==> config.mk <==
export PLATFORM = sky130hd
export DESIGN_NAME = jle_core
export DESIGN_NICKNAME = d
export VERILOG_FILES = /design/src/shared/jle_pkg.sv /design/src/shared/jle_cond_if.sv /design/src/rtl/jle_core.sv /design/src/rtl/jle_cond_eval.sv
export SDC_FILE = /design/constraint.sdc
export NUM_CORES = 1
export LEC_CHECK = 0
export BUFFER_PORTS_ARGS = -buffer_cell sky130_fd_sc_hd__buf_4
export CORE_AREA = 2 2 182 184
export CTS_BUF_LIST = sky130_fd_sc_hd__clkbuf_8 sky130_fd_sc_hd__clkbuf_16
export DETAILED_ROUTE_END_ITERATION = 8
export DIE_AREA = 0 0 184 186
export PLACE_DENSITY = 0.74
export REMOVE_ABC_BUFFERS = 1
export SLEW_MARGIN = 20
export SYNTH_ARGS = -nofsm -noshare
export SYNTH_HDL_FRONTEND = slang
export SYNTH_SLANG_ARGS = --single-unit
==> constraint.sdc <==
create_clock -name pclk -period 2.56 [get_ports pclk]
set_input_delay 0.256 -clock pclk [delete_from_list [all_inputs] [get_ports pclk]]
set_output_delay 0.256 -clock pclk [all_outputs]
set_load 0.01 [all_outputs]
==> src/shared/jle_pkg.sv <==
package jle_pkg;

  // ****************************************
  // Register map (APB byte addresses)
  // ****************************************
  localparam logic [7:0] OFF_MAIN_STATUS = 8'h00;
  localparam logic [7:0] OFF_L1_STATUS = 8'h04;
  localparam logic [7:0] OFF_L2_STATUS = 8'h08;
  localparam logic [7:0] OFF_BRANCH_TARGET = 8'h0C;
  localparam logic [7:0] OFF_L1_TARGET = 8'h10;
  localparam logic [7:0] OFF_L2_TARGET = 8'h14;
  localparam logic [7:0] OFF_RETURN_LINK = 8'h18;
  localparam logic [7:0] OFF_FAULT = 8'h1C;

  // ****************************************
  // Status word and fault register fields
  // ****************************************
  localparam int ZERO_BIT = 11;
  localparam int NEG_BIT = 10;
  localparam int CARRY_BIT = 9;
  localparam int OVFL_BIT = 8;
  localparam int DELAY_SLOT_PENDING_BIT = 6;
  localparam int LEVEL2_IRQ_ENABLE_BIT = 2;
  localparam int LEVEL1_IRQ_ENABLE_BIT = 1;
  localparam int FAULT_SEQ_BIT = 0;
  localparam int FAULT_ERR_BIT = 1;

  localparam logic [31:0] STATUS_RESET = 32'h0000_0000;
  localparam logic [31:0] WORD_RESET = 32'h0000_0000;
  localparam logic [31:0] ALIGN_MASK = 32'hFFFF_FFFE;
  localparam logic [31:0] SLOT_SKIP = 32'h0000_0004;

  // ****************************************
  // Condition codes and jump sources
  // ****************************************
  typedef enum logic [4:0] {
    JLE_CC_AL = 5'h00, JLE_CC_EQ = 5'h01, JLE_CC_NE = 5'h02,
    JLE_CC_PL = 5'h03, JLE_CC_MI = 5'h04, JLE_CC_CS = 5'h05,
    JLE_CC_CC = 5'h06, JLE_CC_VS = 5'h07, JLE_CC_VC = 5'h08,
    JLE_CC_GT = 5'h09, JLE_CC_GE = 5'h0A, JLE_CC_LT = 5'h0B,
    JLE_CC_LE = 5'h0C, JLE_CC_HI = 5'h0D, JLE_CC_LS = 5'h0E,
    JLE_CC_POS_NONZERO = 5'h0F
  } jle_cc_t;

  typedef enum logic [1:0] {
    JLE_SRC_PLAIN = 2'h0,
    JLE_SRC_LVL1_RET = 2'h1,
    JLE_SRC_LVL2_RET = 2'h2
  } jle_src_t;

  typedef struct packed {
    logic [31:0] main_status_word;
    logic [31:0] level1_saved_status;
    logic [31:0] level2_saved_status;
    logic [31:0] branch_target_holder;
    logic [31:0] level1_saved_branch_target;
    logic [31:0] level2_saved_branch_target;
    logic [31:0] return_link;
    logic [1:0] fault_sticky;
    logic slot_active;
    logic redirect_valid;
    logic [31:0] redirect_pc;
    logic kill_next;
    logic fault_seq;
    logic fault_err;
    logic link_we;
    logic [31:0] prdata;
    logic pslverr;
  } jle_state_t;

endpackage

==> src/shared/jle_cond_if.sv <==
`timescale 1ns/10ps
interface jle_cond_if;
  logic [4:0] cond;
  logic zero;
  logic neg;
  logic carry;
  logic ovfl;
  logic holds;

  modport requester (output cond, zero, neg, carry, ovfl, input holds);
  modport evaluator (input cond, zero, neg, carry, ovfl, output holds);
endinterface

==> src/rtl/jle_core.sv <==
// Summary of operation
// RULE1 - Codes 00000..01000 test always, Z, /Z, /N, N, C, /C, V, /V.
// RULE2 - 01101 is /C and /Z, 01110 is C or Z, 01111 is /N and /Z.
// RULE3 - 01001 signed greater: Z clear and N equals V.
// RULE4 - 01010 true when N equals V; 01011 true when they differ.
// RULE5 - 01100 true when Z set or N differs from V.
// RULE6 - Condition true jumps to the source address, else fall through.
// RULE7 - Any target address allowed, forced to 16-bit alignment.
// RULE8 - Plain forms skip next instruction when taken; delayed forms run it. A taken delayed return jump skips it here.
// RULE9 - Jump, branch, loop, return or long immediate in a slot faults.
// RULE10 - Software never targets a delay-slot instruction with a jump.
// RULE11 - Flag-setting return jump loads PC from link, status from saved.
// RULE12 - Return jump also restores branch target from its level's copy.
// RULE13 - Return sets Z,N,C,V from bits 11..8 and enables from 2,1.
// RULE14 - Return jumps carry set-flags; the reserved field is ignored.
// RULE15 - Link source without set-flags, or set-flags otherwise, faults.
// RULE16 - Restored slot-pending bit resumes a delayed branch to target.
// RULE17 - Software separates flag or saved-status writes from a return.
// RULE18 - Taken jump-and-link writes the return address to r31.
// RULE19 - Delayed link stores next PC plus 4; plain stores next PC.
// RULE20 - Other jumps and all link forms keep the four flags.
`timescale 1ns/10ps
module jle_core (
  input wire logic pclk,
  input wire logic presetn,
  input wire logic psel,
  input wire logic penable,
  input wire logic pwrite,
  input wire logic [7:0] paddr,
  input wire logic [31:0] pwdata,
  output logic [31:0] prdata,
  output logic pready,
  output logic pslverr,
  input wire logic inst_valid,
  input wire logic inst_is_jump,
  input wire logic inst_is_link,
  input wire logic inst_delayed,
  input wire logic [4:0] inst_cond,
  input wire logic inst_set_flags,
  input wire jle_pkg::jle_src_t inst_src,
  input wire logic [31:0] inst_src_value,
  input wire logic inst_src_limm,
  input wire logic [31:0] inst_next_pc,
  input wire logic inst_other_branch,
  input wire logic inst_is_loop,
  input wire logic inst_is_irq_return,
  output logic redirect_valid,
  output logic [31:0] redirect_pc,
  output logic kill_next,
  output logic fault_illegal_seq,
  output logic fault_instr_error,
  output logic link_we,
  output logic [31:0] link_value,
  output logic [31:0] main_status_word,
  output logic slot_active
);

  // ****************************************
  // State and condition evaluator
  // ****************************************
  jle_pkg::jle_state_t st_reg;
  jle_pkg::jle_state_t st_next;
  jle_cond_if cc ();
  logic from_ret;
  logic slot_bad;
  logic flag_fault;
  logic go;
  logic taken;
  logic ret_taken;
  logic [31:0] target;
  logic [31:0] saved_status;
  logic [31:0] saved_target;
  logic [31:0] rd_mux;
  logic rd_hit;
  logic apb_wr;
  logic status_wr;

  jle_cond_eval u_cond (.cc(cc));

  assign cc.cond = inst_cond;
  assign cc.zero = st_reg.main_status_word[jle_pkg::ZERO_BIT];
  assign cc.neg = st_reg.main_status_word[jle_pkg::NEG_BIT];
  assign cc.carry = st_reg.main_status_word[jle_pkg::CARRY_BIT];
  assign cc.ovfl = st_reg.main_status_word[jle_pkg::OVFL_BIT];

  // ****************************************
  // Decode of the issued instruction
  // ****************************************
  assign from_ret = (inst_src != jle_pkg::JLE_SRC_PLAIN);
  // Slot check sees the jump itself too, so nested jumps always fault
  assign slot_bad = st_reg.slot_active && (inst_is_jump || inst_other_branch
    || inst_is_loop || inst_is_irq_return || inst_src_limm); // [RULE9]
  // Reserved field is never looked at, only the set-flags bit
  assign flag_fault = inst_is_jump && (from_ret != inst_set_flags); // [RULE15] [RULE14]
  assign go = inst_valid && !slot_bad && !flag_fault;
  assign taken = go && inst_is_jump && cc.holds; // [RULE6]
  assign ret_taken = taken && from_ret && !inst_is_link; // [RULE20]
  assign target = inst_src_value & jle_pkg::ALIGN_MASK; // [RULE7]
  assign saved_status = (inst_src == jle_pkg::JLE_SRC_LVL2_RET) ?
    st_reg.level2_saved_status : st_reg.level1_saved_status;
  assign saved_target = (inst_src == jle_pkg::JLE_SRC_LVL2_RET) ?
    st_reg.level2_saved_branch_target : st_reg.level1_saved_branch_target;

  // ****************************************
  // APB slave
  // ****************************************
  // Read data is caught in the setup cycle so the access phase answers at once
  assign pready = 1'b1;
  assign apb_wr = psel && penable && pwrite;
  assign status_wr = apb_wr && (paddr == jle_pkg::OFF_MAIN_STATUS);

  always_comb begin
    rd_hit = 1'b1;
    unique case (paddr)
      jle_pkg::OFF_MAIN_STATUS: rd_mux = st_reg.main_status_word;
      jle_pkg::OFF_L1_STATUS: rd_mux = st_reg.level1_saved_status;
      jle_pkg::OFF_L2_STATUS: rd_mux = st_reg.level2_saved_status;
      jle_pkg::OFF_BRANCH_TARGET: rd_mux = st_reg.branch_target_holder;
      jle_pkg::OFF_L1_TARGET: rd_mux = st_reg.level1_saved_branch_target;
      jle_pkg::OFF_L2_TARGET: rd_mux = st_reg.level2_saved_branch_target;
      jle_pkg::OFF_RETURN_LINK: rd_mux = st_reg.return_link;
      jle_pkg::OFF_FAULT: rd_mux = {30'h0000_0000, st_reg.fault_sticky};
      default: begin
        rd_mux = jle_pkg::WORD_RESET;
        rd_hit = 1'b0;
      end
    endcase
  end

  // ****************************************
  // Next-state logic
  // ****************************************
  always_comb begin
    st_next = st_reg;
    st_next.redirect_valid = 1'b0;
    st_next.kill_next = 1'b0;
    st_next.fault_seq = 1'b0;
    st_next.fault_err = 1'b0;
    st_next.link_we = 1'b0;
    if (psel && !penable) begin
      st_next.prdata = rd_mux;
      st_next.pslverr = !rd_hit;
    end
    // Software writes first; instruction effects below take priority
    if (apb_wr) begin
      unique case (paddr)
        jle_pkg::OFF_MAIN_STATUS: st_next.main_status_word = pwdata;
        jle_pkg::OFF_L1_STATUS: st_next.level1_saved_status = pwdata;
        jle_pkg::OFF_L2_STATUS: st_next.level2_saved_status = pwdata;
        jle_pkg::OFF_BRANCH_TARGET: st_next.branch_target_holder = pwdata;
        jle_pkg::OFF_L1_TARGET: st_next.level1_saved_branch_target = pwdata;
        jle_pkg::OFF_L2_TARGET: st_next.level2_saved_branch_target = pwdata;
        jle_pkg::OFF_FAULT: st_next.fault_sticky = st_reg.fault_sticky
          & ~pwdata[1:0];
        default: st_next.pslverr = st_reg.pslverr;
      endcase
    end
    if (inst_valid && slot_bad) begin
      st_next.fault_seq = 1'b1; // [RULE9]
      st_next.slot_active = 1'b0;
      st_next.main_status_word[jle_pkg::DELAY_SLOT_PENDING_BIT] = 1'b0;
    end else if (inst_valid && flag_fault) begin
      st_next.fault_err = 1'b1; // [RULE15]
    end else if (go) begin
      if (st_reg.slot_active) begin
        st_next.slot_active = 1'b0;
        if (st_reg.main_status_word[jle_pkg::DELAY_SLOT_PENDING_BIT]) begin
          st_next.redirect_valid = 1'b1; // [RULE16]
          st_next.redirect_pc = st_reg.branch_target_holder;
          st_next.main_status_word[jle_pkg::DELAY_SLOT_PENDING_BIT] = 1'b0;
        end
      end
      if (inst_is_jump && inst_delayed) begin
        st_next.slot_active = 1'b1; // [RULE8]
      end
      if (taken && inst_delayed && !ret_taken) begin
        st_next.branch_target_holder = target; // [RULE6] [RULE8]
        st_next.main_status_word[jle_pkg::DELAY_SLOT_PENDING_BIT] = 1'b1;
      end else if (taken) begin
        st_next.redirect_valid = 1'b1; // [RULE6] [RULE8]
        st_next.redirect_pc = target;
        st_next.kill_next = 1'b1;
      end
      if (ret_taken) begin
        // Whole saved word, so flags 11..8 and enables 2,1 come along
        st_next.main_status_word = saved_status; // [RULE11] [RULE13]
        st_next.branch_target_holder = saved_target; // [RULE12]
        st_next.slot_active =
          saved_status[jle_pkg::DELAY_SLOT_PENDING_BIT]; // [RULE16]
      end
      if (taken && inst_is_link) begin
        st_next.link_we = 1'b1; // [RULE18]
        st_next.return_link = inst_delayed ?
          inst_next_pc + jle_pkg::SLOT_SKIP : inst_next_pc; // [RULE19]
      end
    end
    // A fault in the same cycle as a software clear stays set
    if (st_next.fault_seq) begin
      st_next.fault_sticky[jle_pkg::FAULT_SEQ_BIT] = 1'b1;
    end
    if (st_next.fault_err) begin
      st_next.fault_sticky[jle_pkg::FAULT_ERR_BIT] = 1'b1;
    end
  end

  always_ff @(posedge pclk or negedge presetn) begin
    if (!presetn) begin
      st_reg <= '0;
      st_reg.main_status_word <= jle_pkg::STATUS_RESET;
    end else begin
      st_reg <= st_next;
    end
  end

  // ****************************************
  // Outputs
  // ****************************************
  assign prdata = st_reg.prdata;
  assign pslverr = st_reg.pslverr;
  assign redirect_valid = st_reg.redirect_valid;
  assign redirect_pc = st_reg.redirect_pc;
  assign kill_next = st_reg.kill_next;
  assign fault_illegal_seq = st_reg.fault_seq;
  assign fault_instr_error = st_reg.fault_err;
  assign link_we = st_reg.link_we;
  assign link_value = st_reg.return_link;
  assign main_status_word = st_reg.main_status_word;
  assign slot_active = st_reg.slot_active;

  // ****************************************
  // Assertions
  // ****************************************
  property p_cond_basic;
    @(posedge pclk) disable iff (!presetn)
    (cc.cond == 5'h00 || (cc.cond == 5'h01 && cc.zero)
      || (cc.cond == 5'h06 && !cc.carry)) |-> cc.holds;
  endproperty
  a_cond_basic: assert property (p_cond_basic) // [RULE1]
    else $error("basic condition not true");

  property p_cond_unsigned;
    @(posedge pclk) disable iff (!presetn)
    (cc.cond == 5'h0D) |-> (cc.holds == (!cc.carry && !cc.zero));
  endproperty
  a_cond_unsigned: assert property (p_cond_unsigned) // [RULE2]
    else $error("higher-than condition wrong");

  property p_cond_gt;
    @(posedge pclk) disable iff (!presetn)
    (cc.cond == 5'h09) |-> (cc.holds == (!cc.zero && cc.neg == cc.ovfl));
  endproperty
  a_cond_gt: assert property (p_cond_gt) // [RULE3]
    else $error("signed greater condition wrong");

  property p_cond_lt;
    @(posedge pclk) disable iff (!presetn)
    (cc.cond == 5'h0B) |-> (cc.holds == (cc.neg != cc.ovfl));
  endproperty
  a_cond_lt: assert property (p_cond_lt) // [RULE4]
    else $error("signed less condition wrong");

  property p_cond_le;
    @(posedge pclk) disable iff (!presetn)
    (cc.cond == 5'h0C && cc.zero) |-> cc.holds;
  endproperty
  a_cond_le: assert property (p_cond_le) // [RULE5]
    else $error("signed less-or-equal condition wrong");

  property p_plain_jump;
    @(posedge pclk) disable iff (!presetn)
    (taken && !inst_delayed && !from_ret) |=> (redirect_valid && kill_next
      && redirect_pc == ($past(inst_src_value) & 32'hFFFF_FFFE));
  endproperty
  a_plain_jump: assert property (p_plain_jump) // [RULE6] [RULE7] [RULE8]
    else $error("plain jump did not redirect to aligned target");

  property p_slot_fault;
    @(posedge pclk) disable iff (!presetn)
    (inst_valid && slot_active && inst_src_limm) |=> (fault_illegal_seq
      && !slot_active && !redirect_valid);
  endproperty
  a_slot_fault: assert property (p_slot_fault) // [RULE9]
    else $error("illegal slot content not faulted");

  property p_ret_restore;
    @(posedge pclk) disable iff (!presetn)
    (ret_taken && inst_src == jle_pkg::JLE_SRC_LVL1_RET) |=>
      (main_status_word == $past(st_reg.level1_saved_status)
      && st_reg.branch_target_holder
        == $past(st_reg.level1_saved_branch_target));
  endproperty
  a_ret_restore: assert property (p_ret_restore) // [RULE11] [RULE12] [RULE13]
    else $error("interrupt return did not restore state");

  property p_flag_fault;
    @(posedge pclk) disable iff (!presetn)
    (inst_valid && !slot_active && inst_is_jump && inst_set_flags
      && !from_ret) |=> (fault_instr_error && !redirect_valid && !link_we);
  endproperty
  a_flag_fault: assert property (p_flag_fault) // [RULE15]
    else $error("set-flags misuse not faulted");

  property p_resume_slot;
    @(posedge pclk) disable iff (!presetn)
    (go && slot_active && main_status_word[jle_pkg::DELAY_SLOT_PENDING_BIT])
      |=> (redirect_valid
      && redirect_pc == $past(st_reg.branch_target_holder));
  endproperty
  a_resume_slot: assert property (p_resume_slot) // [RULE16] [RULE8]
    else $error("pending delayed branch not taken after slot");

  property p_resume_first;
    @(posedge pclk) disable iff (!presetn)
    (ret_taken && saved_status[jle_pkg::DELAY_SLOT_PENDING_BIT])
      |=> slot_active;
  endproperty
  a_resume_first: assert property (p_resume_first) // [RULE16]
    else $error("restored pending slot not resumed");

  property p_link_value;
    @(posedge pclk) disable iff (!presetn)
    (taken && inst_is_link && inst_delayed) |=> (link_we
      && link_value == $past(inst_next_pc) + 32'h0000_0004);
  endproperty
  a_link_value: assert property (p_link_value) // [RULE18] [RULE19]
    else $error("delayed link return address wrong");

  property p_flags_kept;
    @(posedge pclk) disable iff (!presetn)
    (!ret_taken && !status_wr) |=>
      $stable(main_status_word[11:8]);
  endproperty
  a_flags_kept: assert property (p_flags_kept) // [RULE20]
    else $error("flags changed without interrupt return");

endmodule

==> src/rtl/jle_cond_eval.sv <==
`timescale 1ns/10ps
module jle_cond_eval (
  jle_cond_if.evaluator cc
);

  // ****************************************
  // Condition test
  // ****************************************
  // Codes above 01111 are extension conditions; none exist here, so false
  always_comb begin
    unique case (cc.cond)
      jle_pkg::JLE_CC_AL: cc.holds = 1'b1; // [RULE1]
      jle_pkg::JLE_CC_EQ: cc.holds = cc.zero; // [RULE1]
      jle_pkg::JLE_CC_NE: cc.holds = !cc.zero; // [RULE1]
      jle_pkg::JLE_CC_PL: cc.holds = !cc.neg; // [RULE1]
      jle_pkg::JLE_CC_MI: cc.holds = cc.neg; // [RULE1]
      jle_pkg::JLE_CC_CS: cc.holds = cc.carry; // [RULE1]
      jle_pkg::JLE_CC_CC: cc.holds = !cc.carry; // [RULE1]
      jle_pkg::JLE_CC_VS: cc.holds = cc.ovfl; // [RULE1]
      jle_pkg::JLE_CC_VC: cc.holds = !cc.ovfl; // [RULE1]
      jle_pkg::JLE_CC_GT: cc.holds = !cc.zero && (cc.neg == cc.ovfl); // [RULE3]
      jle_pkg::JLE_CC_GE: cc.holds = (cc.neg == cc.ovfl); // [RULE4]
      jle_pkg::JLE_CC_LT: cc.holds = (cc.neg != cc.ovfl); // [RULE4]
      jle_pkg::JLE_CC_LE: cc.holds = cc.zero || (cc.neg != cc.ovfl); // [RULE5]
      jle_pkg::JLE_CC_HI: cc.holds = !cc.carry && !cc.zero; // [RULE2]
      jle_pkg::JLE_CC_LS: cc.holds = cc.carry || cc.zero; // [RULE2]
      jle_pkg::JLE_CC_POS_NONZERO: cc.holds = !cc.neg && !cc.zero; // [RULE2]
      default: cc.holds = 1'b0;
    endcase
  end

endmodule

-- After elaboration in Yosys (flattened, before gate mapping)
Cells that the tools add are included.
- register bits after elaboration: 297
- latch bits: 0
- RAM bits: 0
- memory bits (read-only): 0
- bits of input ports: 125
- word-level logic and storage cells: 156
- memories kept: 0
- add/subtract/negate cells: 1
- $mul: 0
- div/mod/pow operators: 0
- $lt $le $gt $ge: 0
- eq/ne operators: 28
- shift operators: 0
- muxes and demuxes: 50
- bitwise operators: 4
- reductions and logical operators: 55
- operators with widths (kind ; count):
    $mux 32 ; 17
    $pmux 32 s8 ; 1
    $mux 192 ; 1
    $mux 34 ; 3
    $mux 35 ; 2
    $mux 33 ; 2
    $eq 5x4->1 const B ; 8
    $add 32x3->32 const B ; 1
    $eq 8x5->1 const B ; 4
    $mux 25 ; 1
    $eq 5x3->1 const B ; 4
    $logic_and 1x1->1 ; 20
    $mux 1 ; 18
    $eq 8x4->1 const B ; 2
    $pmux 1 s16 ; 1
    $reduce_and 2->1 ; 7
    $reduce_bool 2->1 ; 6
    $eq 5x2->1 const B ; 2
    $logic_not 1->1 ; 10
    $eq 8x3->1 const B ; 1
    $logic_not 8->1 ; 1
    $reduce_or 8->1 ; 1
    $reduce_or 7->1 ; 1
    $logic_or 1x1->1 ; 6
    13 further kinds ; 18

-- Depth between registers and ports, before layout
- depth after elaboration: 19
- mapped depth: 9

-- By module
From an unflattened synthesis, not the netlist that was laid out.
- cell total of the unflattened synthesis: 1622
- area, all modules: 16365.7 um^2
- by module, submodules not included (module ; times used ; cells an instance ; area an instance (um^2) ; sequential area each (um^2)):
    jle_core ; 1 ; 1585 ; 16100.4 ; 7432.1
    jle_cond_eval ; 1 ; 37 ; 265.3 ; 0.0

-- Worst setup path after synthesis
No wires, ideal clock.
- path kind: reg2reg
- from: register, netlist name main_status_word[8]
- to: register st_reg[179] (netlist bit)
- arrival: 2.359 ns
- data required time: 2.428 ns
- slack: 0.069 ns
- stages on the path, launching flop included: 10
- buffers on the path: 2
- period minus slack after synthesis: 2.491 ns
- path through: dfrtp_1 buf_2 or4_1 a31oi_1 o21ai_0 a21o_1 a2111oi_2 clkbuf_1 a2bb2oi_1 o21ai_1
- RTL lines (item ; RTL line ; source):
    end signal, assigned ; jle_core.sv:211 ; st_reg <= st_next;
    end, declared ; jle_core.sv:61 ; jle_pkg::jle_state_t st_reg;

==> metrics <==
status=finished clean; Post-synth EDFFs=0; Gate Count Post-Synth=1555; post-place setup slack=-0.202 ns; initial DRC count=1444; Rel. slew slack=58.6%; Syn-to-layout area delta=24.8%; antenna violations before repair=1; layout filler cell count=2557; Final Cell Area=19800 um^2; top_reg_cell synth=dfrtp_1; # IOs=261; Fmax=0.391 GHz; Crit path top cell by count=o21ai_1; Largest stage delay, worst path=0.54 ns; GR Overflow Total=0; gr usage total=29.0%; Synth area leader=dfrtp_1; Worst EP arrival=2.99 ns; vias per std cell=6.18; Placer Congestion=0.858; Yosys cell types=52; dpl cells=2050; CTS tree=done; DRC viols=0; H-tree depth=1; max reg flops=162; Worst Path Required=3.00 ns; Clk pwr share=30.3%; CP max-delay cell=or4_1; setup violators final=0; largest cells by area after synthesis=dfrtp_1 (47%), mux2_2 (11%), buf_4 (6.1%), mux2i_1 (4.3%), nand2_1 (4.2%); critical path endpoint category=register; first-pass GRT wire length=76600 um; final count of hold timing violations=0; Synth top area share=46.9%; die area=34200 um^2; Area after DPL=17900 um^2; clock buffer depth=3; asr flop ratio synth=100%; number of global-route vias before repair=13262; hold crit path type=input port to register; Setup TNS=0 ns; Initial Utilization=49.2%; Post-synth top cells=dfrtp_1 (297), nand2_1 (179), mux2_2 (158); Worst-Skew Late Latency=0.56 ns; Ys Warns=0; CP startpoint kind=register; min setup slack post-route=0.00247 ns; Final period util=99.9%; Yosys reg bits=297; critical path peak fanout=7; most common cell in the synthesized netlist=dfrtp_1; hold_ws=0.0131 ns; Design Power=15.6 mW; leak pwr=9.41 nW; register area share after synthesis=46.9%; Detail Route Antenna Nets=0; worst-path cell chain=or4_1 > a31oi_1 > o21ai_1 > a21o_1 > a2111oi_4 > buf_4 > clkbuf_16 > a2bb2oi_1 > o21ai_1; clk sinks=297; vias=13475; post-DR wirelength/cell=23.5 um; layout cells sized above 1=32.7%; Synth Cell Area=15900 um^2; Period minus WS final=2.56 ns; CTS Buf Count=30; Psw=4.86 mW; number of nets in the layout=1875; Die Span X=184 um; actual slew at the worst max-slew pin=0.621 ns; skew final=0.00968 ns; Power Density=788 nW/um^2; r2r setup slk=0.002 ns; Avg Synthesized Cell Area=10.2 um^2; Routed WL=51200 um; # port buffers=258; Setup Crit Path Kind=register to register; largest net degree at the start of global routing=73; Top delay family on crit path=compound AO/OA/AOI/OAI gates; RSZ-0062 raised after global routing=yes; Sw Share=31.2%; Pint=10.7 mW; drt pass-1 iters=8; Die Y-Extent=186 um; CTS clock-pin slew for the worst setup and hold paths=0.06 ns; core area=32200 um^2; non-filler instance count after layout=2181; Gate power share=27.0%; post-layout util=61.4%; sequential power share=42.7%; Core Rows=66; fin. max-slew vios=0; CP Buf/Inv Count=2; max-cap viol count=0; HPWL after DPL=33300 um; root buffer cell=clkbuf_16; maximum vdd drop=0.000497 V
placed cells by master (no fill, tap or decap), drive strengths merged, types with 32 or more instances in the layout:
cell type / synthesis / layout
o21ai: 67 / 67
a21oi: 67 / 67
nand2: 179 / 179
dfrtp: 297 / 297
clkbuf: 86 / 43
nor2: 75 / 75
a31oi: 94 / 94
mux2: 163 / 163
dlygate4sd3: 0 / 69
a211oi: 35 / 35
and2: 37 / 37
buf: 159 / 336
a22oi: 32 / 32
mux2i: 68 / 68
kinds of logic after synthesis:
family / Yosys count / share of synthesized area (%)
multiplexers: 231 / 15.9
XOR/XNOR: 31 / 1.71
buffers and inverters: 256 / 9.41
flip-flops: 297 / 46.9
AND/OR/NAND/NOR: 356 / 10.0
other: 1 / 0.0237
adder cells (fa/ha/maj): 1 / 0.0789
AO/OA/AOI/OAI: 382 / 16.0
per-layer routing:
metal | wire length [um] | vias to the layer above | track usage, %
met3 | 4820 | 127 | 4.09
met4 | 1660 | 0 | 10.2
li1 | - | 5888 | -
met5 | 0 | - | 0
met1 | 21100 | 6668 | 40.7
met2 | 23600 | 792 | 46.4
what timing repair did:
action	in CTS	in global routing
hold buffers	69	0
endpoints found under the setup margin	0	40
gates resized for setup	0	15
buffers inserted	0	3
hold endpoints to repair	246	0
power groups by stage:
stage | registers [mW] | logic [mW] | clock network, mW
CTS | 6.64 | 4.13 | 4.77
floorplan | 6.75 | 1.53 | 0
detailed placement | 6.70 | 4.02 | 0
global placement | 6.68 | 3.92 | 0
global route | 6.77 | 4.58 | 4.94
finish | 6.66 | 4.21 | 4.73
cell type report:
class,count,area (um^2),area share (%)
multi-input combinational,1002,7130,36.0
clock buffer,41,913,4.62
antenna,1,2.50,0.0126
tap,408,510,2.58
timing repair buffer,407,3590,18.1
inverter,11,41.3,0.209
clock inverter,14,164,0.828
sequential,297,7430,37.6
worst register-to-register path, delay by kind of cell (launching register included):
| kind | cells | cell delay, ns |
|---|---|---|
| compound gates | 6 | 1.05 |
| buf+inv | 2 | 0.43 |
| flops | 1 | 0.41 |
| simple gates | 1 | 0.54 |
worst paths after layout:
check	to	depth (start not counted)	from
setup / recovery	st_reg[172]	9	main_status_word[11]
hold / removal	link_value[14]	3	inst_next_pc[14]
setup reg to reg	st_reg[172]	9	main_status_word[11]
hold reg to reg	st_reg[72]	1	st_reg[72]
max in group asynchronous	kill_next	3	presetn
min in group asynchronous	prdata[7]	2	presetn
Note: power is estimated with default switching activity, not from simulation.
